File: src/rtl/tcc_pkg.sv
// constants and carrier types for the timer capture/compare unit
package tcc_pkg;

   // counter and channel geometry
   localparam int COUNT_W      = 16;
   localparam int BYTE_W       = 8;
   localparam int NUM_CAPTURE  = 4;
   localparam int NUM_COMPARE  = 3;
   localparam int PORT_W       = 8;
   localparam int PORT_SR_BITS = 6;   // bits driven by set/reset compare
   localparam int PRE_W        = 3;   // prescaler counts up to divide by 8

   // compare register indices
   localparam int CMP_SET      = 0;
   localparam int CMP_RESET    = 1;
   localparam int CMP_TOGGLE   = 2;

   // capture edge control field layout, two bits per input
   localparam int EDGE_BITS_PER_CH = 2;
   localparam int EDGE_RISE_OFS    = 0;
   localparam int EDGE_FALL_OFS    = 1;

   // count source select codes
   localparam logic [1:0] SRC_OFF = 2'h0;
   localparam logic [1:0] SRC_OSC = 2'h1;   // oscillator / 6 = every cycle
   localparam logic [1:0] SRC_EXT = 2'h2;   // external count input

   // reset values, count steps and limits
   localparam logic [COUNT_W-1:0] COUNT_RST  = 16'h0000;
   localparam logic [COUNT_W-1:0] COUNT_ONE  = 16'h0001;
   localparam logic [COUNT_W-1:0] COUNT_MAX  = 16'hffff;
   localparam logic [BYTE_W-1:0]  BYTE_MAX   = 8'hff;
   localparam logic [PRE_W-1:0]   PRE_RST    = 3'h0;
   localparam logic [PRE_W-1:0]   PRE_ONE    = 3'h1;
   localparam logic [PORT_W-1:0]  PORT4_RST  = 8'h00;
   localparam logic [1:0]         TOGGLE_RST = 2'h3;  // first toggle sets

   // timer control field
   typedef struct packed {
      logic       wide_overflow_int_select;
      logic       byte_overflow_int_select;
      logic       ext_reset_enable;
      logic [1:0] source;
      logic [1:0] divide;       // 0:1, 1:2, 2:4, 3:8
   } timer_ctrl_t;

   // the nine interrupt flags of the unit
   typedef struct packed {
      logic                   wide_overflow_flag;
      logic                   byte_overflow_flag;
      logic [NUM_COMPARE-1:0] compare;
      logic [NUM_CAPTURE-1:0] capture;
   } flag_vec_t;

endpackage

File: src/rtl/capture_channel.sv
// one capture input: edge detect, count latch and its interrupt flag
`timescale 1ns/1ns
module capture_channel
   import tcc_pkg::*;
(
   input  wire logic               i_clk,
   input  wire logic               i_sys_rst,
   input  wire logic               i_sample,
   input  wire logic               i_rise_en,
   input  wire logic               i_fall_en,
   input  wire logic [COUNT_W-1:0] i_count,
   input  wire logic               i_flag_clr,
   output logic      [COUNT_W-1:0] o_capture,
   output logic                    o_flag
);

   logic               prev_ff;
   logic               primed_ff;
   logic [COUNT_W-1:0] capture_ff;
   logic               flag_ff;
   logic               hit;

   // selected edge between two successive samples
   always_comb begin
      hit = primed_ff & ((i_rise_en & ~prev_ff & i_sample) |
                         (i_fall_en & prev_ff & ~i_sample));
   end

   // sample history, once per cycle
   always_ff @(posedge i_clk) begin
      if (i_sys_rst) begin
         prev_ff   <= 1'b0;
         primed_ff <= 1'b0;
      end else begin
         prev_ff   <= i_sample;
         primed_ff <= 1'b1;
      end
   end

   // latch the count at the end of the edge cycle
   always_ff @(posedge i_clk) begin
      if (i_sys_rst) begin
         capture_ff <= COUNT_RST;
      end else if (hit) begin
         capture_ff <= i_count;
      end
   end

   // flag set wins over a clear in the same cycle
   always_ff @(posedge i_clk) begin
      if (i_sys_rst) begin
         flag_ff <= 1'b0;
      end else begin
         flag_ff <= hit | (flag_ff & ~i_flag_clr);
      end
   end

   assign o_capture = capture_ff;
   assign o_flag    = flag_ff;

endmodule

File: src/rtl/timer_capture_compare_unit.sv
// 16-bit timer with prescaler, four captures, three compares, port 4
// Function
// - 16-bit up-counter of two bytes, clocked by osc/6, external pin, or off.
// - external count pin sampled twice per cycle; low then high is an edge.
// - early edge increments next cycle; late edge increments one cycle later.
// - external counts accepted at most once per machine cycle.
// - prescaler divides by 1, 2, 4 or 8 under software control.
// - prescaler cleared on divide change, source change, or counter reset.
// - counter bytes readable live with no latch; counter not writable.
// - chip reset clears counter; enabled reset-pin rising edge clears both.
// - idle mode holds counter and prescaler in reset.
// - byte and wide overflow flags set one cycle after their overflow.
// - setting the wide overflow flag also sets the byte overflow flag.
// - overflow interrupt needs timer enable plus matching select bit.
// - both overflow requests share one interrupt output.
// - four capture registers load the count on edges and set flags.
// - each capture input enables rising, falling or both edges.
// - capture inputs sampled once per cycle; count latched at cycle end.
// - each increment compares the new count with three compare registers.
// - compare flag set at the end of the cycle after the match.
// - first compare match sets enabled port 4 bits 0 to 5.
// - second compare match clears enabled port 4 bits 0 to 5.
// - port bits 6 and 7 toggle via state flops; first toggle sets.
// - hardware port update beats a software write in the same cycle.
// - simultaneous set and reset of one port bit resets it.
`timescale 1ns/1ns
module timer_capture_compare_unit
   import tcc_pkg::*;
(
   input  wire logic                          i_clk,
   input  wire logic                          i_sys_rst,
   input  wire logic                          i_idle,
   input  wire logic                          i_count_sample_early,
   input  wire logic                          i_count_sample_late,
   input  wire logic                          i_ext_timer_reset_input,
   input  wire timer_ctrl_t                   i_timer_control_register,
   input  wire logic                          i_timer_interrupt_enable,
   input  wire logic [NUM_CAPTURE-1:0]        i_capture_inputs,
   input  wire logic [EDGE_BITS_PER_CH*NUM_CAPTURE-1:0]
                                              i_capture_edge_control,
   input  wire logic [COUNT_W-1:0]            i_compare_set_reg,
   input  wire logic [COUNT_W-1:0]            i_compare_reset_reg,
   input  wire logic [COUNT_W-1:0]            i_compare_toggle_reg,
   input  wire logic [PORT_SR_BITS-1:0]       i_set_enable_register,
   input  wire logic [PORT_W-1:0]             i_reset_toggle_enable_register,
   input  wire logic                          i_port_wr,
   input  wire logic [PORT_W-1:0]             i_port_wdata,
   input  wire flag_vec_t                     i_flag_clr,
   output logic      [BYTE_W-1:0]             o_count_high_byte,
   output logic      [BYTE_W-1:0]             o_count_low_byte,
   output logic      [NUM_CAPTURE-1:0][COUNT_W-1:0] o_capture_regs,
   output flag_vec_t                          o_timer_flag_register,
   output logic      [1:0]                    o_toggle_state,
   output logic      [PORT_W-1:0]             o_port4,
   output logic                               o_timer_irq
);

   // counter, prescaler and configuration history
   logic [COUNT_W-1:0]     count_ff;
   logic [COUNT_W-1:0]     nxt_count;
   logic [PRE_W-1:0]       pre_ff;
   logic [PRE_W-1:0]       pre_limit;
   logic [1:0]             src_prev_ff;
   logic [1:0]             div_prev_ff;
   logic                   cfg_changed;

   // external count pin edge pipeline
   logic                   late_prev_ff;
   logic                   early_edge_ff;
   logic                   late_edge_ff;
   logic                   late_edge_d2_ff;
   logic                   ext_tick;
   logic                   src_tick;
   logic                   inc;

   // external reset pin
   logic                   rst_pin_prev_ff;
   logic                   rst_pin_primed_ff;
   logic                   ext_rst_edge;
   logic                   timer_clr;

   // overflow and compare events
   logic                   byte_ovf_ev_ff;
   logic                   wide_ovf_ev_ff;
   logic                   byte_flag_ff;
   logic                   wide_flag_ff;
   logic [NUM_COMPARE-1:0] match_ff;
   logic [NUM_COMPARE-1:0] cmp_flag_ff;
   logic [NUM_COMPARE-1:0][COUNT_W-1:0] cmp_val;

   // port 4 and toggle state
   logic [PORT_W-1:0]      port_ff;
   logic [1:0]             toggle_ff;
   logic [PORT_W-1:0]      hw_set;
   logic [PORT_W-1:0]      hw_rst;
   logic [1:0]             hw_tog;

   // capture side
   logic [NUM_CAPTURE-1:0] cap_flag;

   assign cmp_val[CMP_SET]    = i_compare_set_reg;
   assign cmp_val[CMP_RESET]  = i_compare_reset_reg;
   assign cmp_val[CMP_TOGGLE] = i_compare_toggle_reg;

   // external count pin: early sample vs last late sample, late vs early
   always_ff @(posedge i_clk) begin
      if (i_sys_rst) begin
         late_prev_ff    <= 1'b1;
         early_edge_ff   <= 1'b0;
         late_edge_ff    <= 1'b0;
         late_edge_d2_ff <= 1'b0;
      end else begin
         late_prev_ff    <= i_count_sample_late;
         early_edge_ff   <= ~late_prev_ff & i_count_sample_early;
         late_edge_ff    <= ~i_count_sample_early & i_count_sample_late;
         late_edge_d2_ff <= late_edge_ff;
      end
   end

   // at most one external count per cycle reaches the prescaler
   assign ext_tick = early_edge_ff | late_edge_d2_ff;

   // prescaler input from the selected source
   always_comb begin
      if (i_timer_control_register.source == SRC_OSC) begin
         src_tick = 1'b1;
      end else if (i_timer_control_register.source == SRC_EXT) begin
         src_tick = ext_tick;
      end else begin
         src_tick = 1'b0;                 // switched off
      end
   end

   // divide by 1, 2, 4 or 8
   always_comb begin
      pre_limit = PRE_W'((PRE_ONE << i_timer_control_register.divide)
                         - PRE_ONE);
      inc       = src_tick & (pre_ff == pre_limit);
      nxt_count = count_ff + COUNT_ONE;
   end

   // rising edge on the external reset pin when enabled
   assign ext_rst_edge = rst_pin_primed_ff & ~rst_pin_prev_ff &
                         i_ext_timer_reset_input &
                         i_timer_control_register.ext_reset_enable;
   assign timer_clr    = i_idle | ext_rst_edge;
   assign cfg_changed  =
      (i_timer_control_register.source != src_prev_ff) |
      (i_timer_control_register.divide != div_prev_ff);

   // reset pin and configuration history
   always_ff @(posedge i_clk) begin
      if (i_sys_rst) begin
         rst_pin_prev_ff   <= 1'b0;
         rst_pin_primed_ff <= 1'b0;
         src_prev_ff       <= SRC_OFF;
         div_prev_ff       <= 2'h0;
      end else begin
         rst_pin_prev_ff   <= i_ext_timer_reset_input;
         rst_pin_primed_ff <= 1'b1;
         src_prev_ff       <= i_timer_control_register.source;
         div_prev_ff       <= i_timer_control_register.divide;
      end
   end

   // prescaler
   always_ff @(posedge i_clk) begin
      if (i_sys_rst || timer_clr || cfg_changed) begin
         pre_ff <= PRE_RST;
      end else if (src_tick) begin
         if (inc) begin
            pre_ff <= PRE_RST;
         end else begin
            pre_ff <= pre_ff + PRE_ONE;
         end
      end
   end

   // counter: no load path, only clear and increment
   always_ff @(posedge i_clk) begin
      if (i_sys_rst || timer_clr) begin
         count_ff <= COUNT_RST;
      end else if (inc) begin
         count_ff <= nxt_count;
      end
   end

   // overflow events held one cycle before the flags see them
   always_ff @(posedge i_clk) begin
      if (i_sys_rst) begin
         byte_ovf_ev_ff <= 1'b0;
         wide_ovf_ev_ff <= 1'b0;
      end else begin
         byte_ovf_ev_ff <= inc & (count_ff[BYTE_W-1:0] == BYTE_MAX);
         wide_ovf_ev_ff <= inc & (count_ff == COUNT_MAX);
      end
   end

   // overflow flags; a set beats a software clear
   always_ff @(posedge i_clk) begin
      if (i_sys_rst) begin
         byte_flag_ff <= 1'b0;
         wide_flag_ff <= 1'b0;
      end else begin
         byte_flag_ff <= byte_ovf_ev_ff | wide_ovf_ev_ff |
                         (byte_flag_ff &
                          ~i_flag_clr.byte_overflow_flag);
         wide_flag_ff <= wide_ovf_ev_ff |
                         (wide_flag_ff &
                          ~i_flag_clr.wide_overflow_flag);
      end
   end

   // compare the new count on every increment
   genvar c;
   generate
      for (c = 0; c < NUM_COMPARE; c = c + 1) begin : g_cmp
         always_ff @(posedge i_clk) begin
            if (i_sys_rst) begin
               match_ff[c]    <= 1'b0;
               cmp_flag_ff[c] <= 1'b0;
            end else begin
               match_ff[c]    <= inc & (nxt_count == cmp_val[c]);
               cmp_flag_ff[c] <= match_ff[c] |
                                 (cmp_flag_ff[c] &
                                  ~i_flag_clr.compare[c]);
            end
         end
      end
   endgenerate

   // per-bit hardware requests on port 4
   genvar b;
   generate
      for (b = 0; b < PORT_W; b = b + 1) begin : g_port
         if (b < PORT_SR_BITS) begin : g_sr
            assign hw_set[b] = match_ff[CMP_SET] &
                               i_set_enable_register[b];
            assign hw_rst[b] = match_ff[CMP_RESET] &
                               i_reset_toggle_enable_register[b];
         end else begin : g_tog
            assign hw_tog[b-PORT_SR_BITS] = match_ff[CMP_TOGGLE] &
                               i_reset_toggle_enable_register[b];
            assign hw_set[b] = hw_tog[b-PORT_SR_BITS] &
                               toggle_ff[b-PORT_SR_BITS];
            assign hw_rst[b] = hw_tog[b-PORT_SR_BITS] &
                               ~toggle_ff[b-PORT_SR_BITS];
         end

         // reset beats set, hardware beats software
         always_ff @(posedge i_clk) begin
            if (i_sys_rst) begin
               port_ff[b] <= PORT4_RST[b];
            end else if (hw_rst[b]) begin
               port_ff[b] <= 1'b0;
            end else if (hw_set[b]) begin
               port_ff[b] <= 1'b1;
            end else if (i_port_wr) begin
               port_ff[b] <= i_port_wdata[b];
            end
         end
      end
   endgenerate

   // last-operation flops; flip on each toggle, untouched by software
   always_ff @(posedge i_clk) begin
      if (i_sys_rst) begin
         toggle_ff <= TOGGLE_RST;
      end else begin
         toggle_ff <= toggle_ff ^ hw_tog;
      end
   end

   // capture channels
   genvar k;
   generate
      for (k = 0; k < NUM_CAPTURE; k = k + 1) begin : g_cap
         capture_channel u_cap (
            .i_clk      (i_clk),
            .i_sys_rst  (i_sys_rst),
            .i_sample   (i_capture_inputs[k]),
            .i_rise_en  (i_capture_edge_control[EDGE_BITS_PER_CH*k +
                                                EDGE_RISE_OFS]),
            .i_fall_en  (i_capture_edge_control[EDGE_BITS_PER_CH*k +
                                                EDGE_FALL_OFS]),
            .i_count    (count_ff),
            .i_flag_clr (i_flag_clr.capture[k]),
            .o_capture  (o_capture_regs[k]),
            .o_flag     (cap_flag[k])
         );
      end
   endgenerate

   // live count bytes, no snapshot
   assign o_count_high_byte = count_ff[COUNT_W-1:BYTE_W];
   assign o_count_low_byte  = count_ff[BYTE_W-1:0];

   // flag register view
   assign o_timer_flag_register.wide_overflow_flag = wide_flag_ff;
   assign o_timer_flag_register.byte_overflow_flag = byte_flag_ff;
   assign o_timer_flag_register.compare            = cmp_flag_ff;
   assign o_timer_flag_register.capture            = cap_flag;

   assign o_toggle_state = toggle_ff;
   assign o_port4        = port_ff;

   // shared overflow interrupt request
   assign o_timer_irq = i_timer_interrupt_enable &
      ((i_timer_control_register.byte_overflow_int_select & byte_flag_ff) |
       (i_timer_control_register.wide_overflow_int_select &
        wide_flag_ff));

endmodule

File: config.mk
export PLATFORM = sky130hd
export DESIGN_NAME = timer_capture_compare_unit
export DESIGN_NICKNAME = d
export VERILOG_FILES = /design/src/rtl/tcc_pkg.sv /design/src/rtl/capture_channel.sv /design/src/rtl/timer_capture_compare_unit.sv
export SDC_FILE = /design/constraint.sdc
export NUM_CORES = 1
export LEC_CHECK = 0
export BUFFER_PORTS_ARGS = -buffer_cell sky130_fd_sc_hd__buf_2
export CAP_MARGIN = 30
export CORE_MARGIN = 5
export CORE_UTILIZATION = 55
export DETAILED_ROUTE_END_ITERATION = 12
export GPL_ROUTABILITY_DRIVEN = 0
export PLACE_DENSITY_LB_ADDON = 0.25
export SYNTH_ARGS = -nofsm -noshare
export SYNTH_HDL_FRONTEND = slang
export SYNTH_HIERARCHICAL = 1
export SYNTH_SLANG_ARGS = --single-unit
File: constraint.sdc
create_clock -name i_clk -period 3.25 [get_ports i_clk]
set_input_delay 0.325 -clock i_clk [delete_from_list [all_inputs] [get_ports i_clk]]
set_output_delay 0.325 -clock i_clk [all_outputs]
set_load 0.02 [all_outputs]
==> key figures <==
CTS
  – Clock Latency Late Sink: 0.42 ns
  – CTS tree: built
  – Cts repair resizes: 0
  – CTS H-tree lvls: 4
  – Sink Count: 125
  – # Post-CTS Setup Buffers: 0
  – Longest Clk Path Bufs: 2
  – CTS root buf: clkbuf_16
  – Num CTS Buffers: 17
  – Hold-fix buffers, CTS: 0
  – Clk pin slew, worst setup/hold paths: 0.05 ns

Placement
  – Port bufs: 205
  – Placed Area: 7910 sq um
  – HPWL after detailed placement: 14,500 microns
  – Pre-CTS WS: 0.749 ns

Routing
  – Via count: 6,361
  – Vias/cell: 5.83
  – Final ANT Viol Nets: 0
  – First DRT Iteration DRCs: 625
  – Drt drc: 0
  – DR pass1 iterations: 5
  – Wirelength per Cell: 18.1 microns
  – Routed WL: 19,800 microns

Die
  – Initial Util: 56.2%
  – Boundary Pins: 206
  – # rows: 41
  – DIE HEIGHT: 124 microns
  – DIE AREA: 15,300 sq um
  – Die width: 124 microns
  – Core footprint: 12,700 sq um

Critical path
  – Crit path arrival time: 2.96 ns
  – Register-to-register path setup slack: 0.64 ns
  – Setup CP Type: flop to flop
  – RR Endpoint: match_ff[1]
  – Setup crit end kind: flop
  – Worst EP required: 3.60 ns
  – Worst r2r path cells: 7
  – Last element of the critical path: match_ff[1]
  – Crit Path Max Fanout: 16
  – Reg-to-Reg Start: count_ff[3]
  – Startpoint Class: flop
  – Critical path launch point: count_ff[3]

Timing
  – Unrepaired setup endpoints after global routing: false
  – Period minus WS final: 2.61 ns
  – Setup slack after layout: 0.638 ns
  – Setup TNS: 0 ns
  – Period utilisation layout: 80.4%
  – Clk_skew: 0.0128 ns
  – Max Slew Vio Count: 0
  – Final setup fails: 0
  – Final Hold Fails: 0
  – Worst slew margin: 49.2%
  – Fmax: 383 MHz
  – Actual slew at the worst max-slew pin: 0.762 ns

Job
  – Max cap viols: 0

Pwr
  – Worst VDD drop: 0.371 mV
  – Power per cell area: 440 nW/um^2
  – Power consumption: 3.74 mW
  – LEAKAGE: 4.07 nW

Yosys
  – Synth async-reset ratio: 0%
  – Register area share after synthesis: 35.1%
  – Mapped cell area: 7120 sq um
  – Post-synth EDFFs: 0
  – Mapped Avg Cell Area: 9.70 sq um
  – Yosys reg bits: 125
  – Ys Warns: 6
  – Post-synthesis cell count: 734
  – Main synth FF type: dfxtp_1
  – Netlist cell types: 69
  – Net count after synthesis: 846

Global route
  – Gr usage total: 25.7%
  – Largest net degree at the start of global routing: 47
  – Number of global-route vias before repair: 6,221
  – Global-route wire length before repair: 31,200 microns
  – Initial antenna violation count: 0
  – Total gr overflow: 0

Layout
  – Layout net count: 1,019
  – Area grow syn2layout: 19.4%
  – N_diodes: 0
  – Layout cells sized above 1: 35.0%
  – Post-route cell area: 8500 sq um
  – Fillers: 1,063

Worst hold path
  – Worst hold start: i_count_sample_early
  – Hold Path Class: primary input to flop

Run status
  – Status: finished clean
==> state kept, by name, summed over array words and instances (netlist names), 2 cells and up <==
register               cells
g_cap.u_cap/o_capture     64
count_ff                  16
o_port4                    8
g_cap.u_cap/o_flag         4
g_cap.u_cap/prev_ff        4
g_cap.u_cap/primed_ff      4
match_ff                   3
o_timer_flag_register      3
pre_ff                     3
div_prev_ff                2
o_toggle_state             2
src_prev_ff                2
==> worst max-delay path: stages, from the launching register on <==
cell and delay [ns]:
dfxtp_1 0.69, nand3_2 0.34, nor2_1 0.23, buf_4 0.21
nor2_1 0.08, a2111oi_0 0.50, and4_1 0.31, o2111a_1 0.19
==> cells in the final DEF (no fill, tap or decap), types with 5 or more instances in the layout <==
cell type and instances:
buf_2 205, dfxtp_1 125, nand2b_1 74, a41o_1 64, a21oi_2 52, nor2_1 39, nand2_1 37, xnor2_1 36
xor2_1 35, a21oi_1 33, nor2b_1 20, o21ai_0 18, clkbuf_16 17, nor3_1 10, buf_4 10, nand3_1 8
mux2i_1 8, nand4b_4 8, inv_1 7, a31oi_1 7, nor3b_1 6, a221oi_1 6, ha_1 6, nand4_1 5
or3_1 5, clkinv_2 5
==> synth_stat cells, types with 10 or more instances <==
library cell,instances,area (sq um)
dfxtp_1,125,2500
nand2b_1,74,463
a41o_1,64,641
a21oi_2,52,455
nor2_1,39,146
nand2_1,37,139
xnor2_1,36,315
xor2_1,35,307
a21oi_1,33,165
buf_6,26,293
nor2b_1,20,125
o21ai_0,18,90.1
buf_4,11,82.6
nor3_1,10,50.1
==> final cells by class <==
cell class / instances / area (sq um) / area share (%)
Clock inverter: 12 / 145 / 1.71
Sequential cell: 125 / 2500 / 29.4
Clock buffer: 20 / 447 / 5.26
Tap cell: 172 / 215 / 2.53
Timing Repair Buffer: 216 / 1120 / 13.2
Multi-Input combinational cell: 536 / 4030 / 47.4
Inverter: 11 / 41.3 / 0.486
==> per-stage QoR <==
| stage | std cells | hold WS, ns | util (%) |
|---|---|---|---|
| after floorplan | 734 | 0.373 | - |
| after global placement | 1060 | 0.378 | 62.4 |
| final | 1092 | 0.0819 | 67.1 |
| after CTS | 1092 | 0.0686 | 67.1 |
| after detailed placement | 1060 | 0.393 | 62.4 |
| after global routing | 1092 | 0.0712 | 67.1 |
==> layer usage <==
metal / global-route usage, % / vias up / routed length (microns)
met5: 0 / - / 0
met1: 32.8 / 3015 / 8220
met4: 8.65 / 0 / 444
met2: 43.1 / 278 / 9770
met3: 5.54 / 41 / 1310
li1: - / 3027 / -
==> kinds of logic (layout without fill, tap and decap cells) <==
logic type | after synthesis | count (layout) | share of synthesized area [%]
xor+xnor | 72 | 72 | 9.05
simple gates | 244 | 244 | 21.7
buf+inv | 73 | 259 | 8.30
compound gates | 206 | 206 | 23.6
mux | 8 | 8 | 1.12
fa+ha+maj | 6 | 6 | 1.05
flops | 125 | 125 | 35.1
==> worst min path at each step <==
stage               slack (ns)             to  depth (start not counted)
CTS                       0.07   late_edge_ff                          2
floorplan                 0.37  early_edge_ff                          1
global route              0.07   late_edge_ff                          2
finish                    0.08   late_edge_ff                          2
detailed placement        0.39  early_edge_ff                          1
global placement          0.38  early_edge_ff                          1
==> power by group <==
| part | total, mW | internal, mW | switching, mW | leakage [nW] |
|---|---|---|---|---|
| logic | 0.287 | 0.125 | 0.163 | 2.78 |
| registers | 1.57 | 1.55 | 0.0126 | 1.01 |
| clock network | 1.89 | 1.22 | 0.672 | 0.282 |
(Power assumes the default switching activity.)
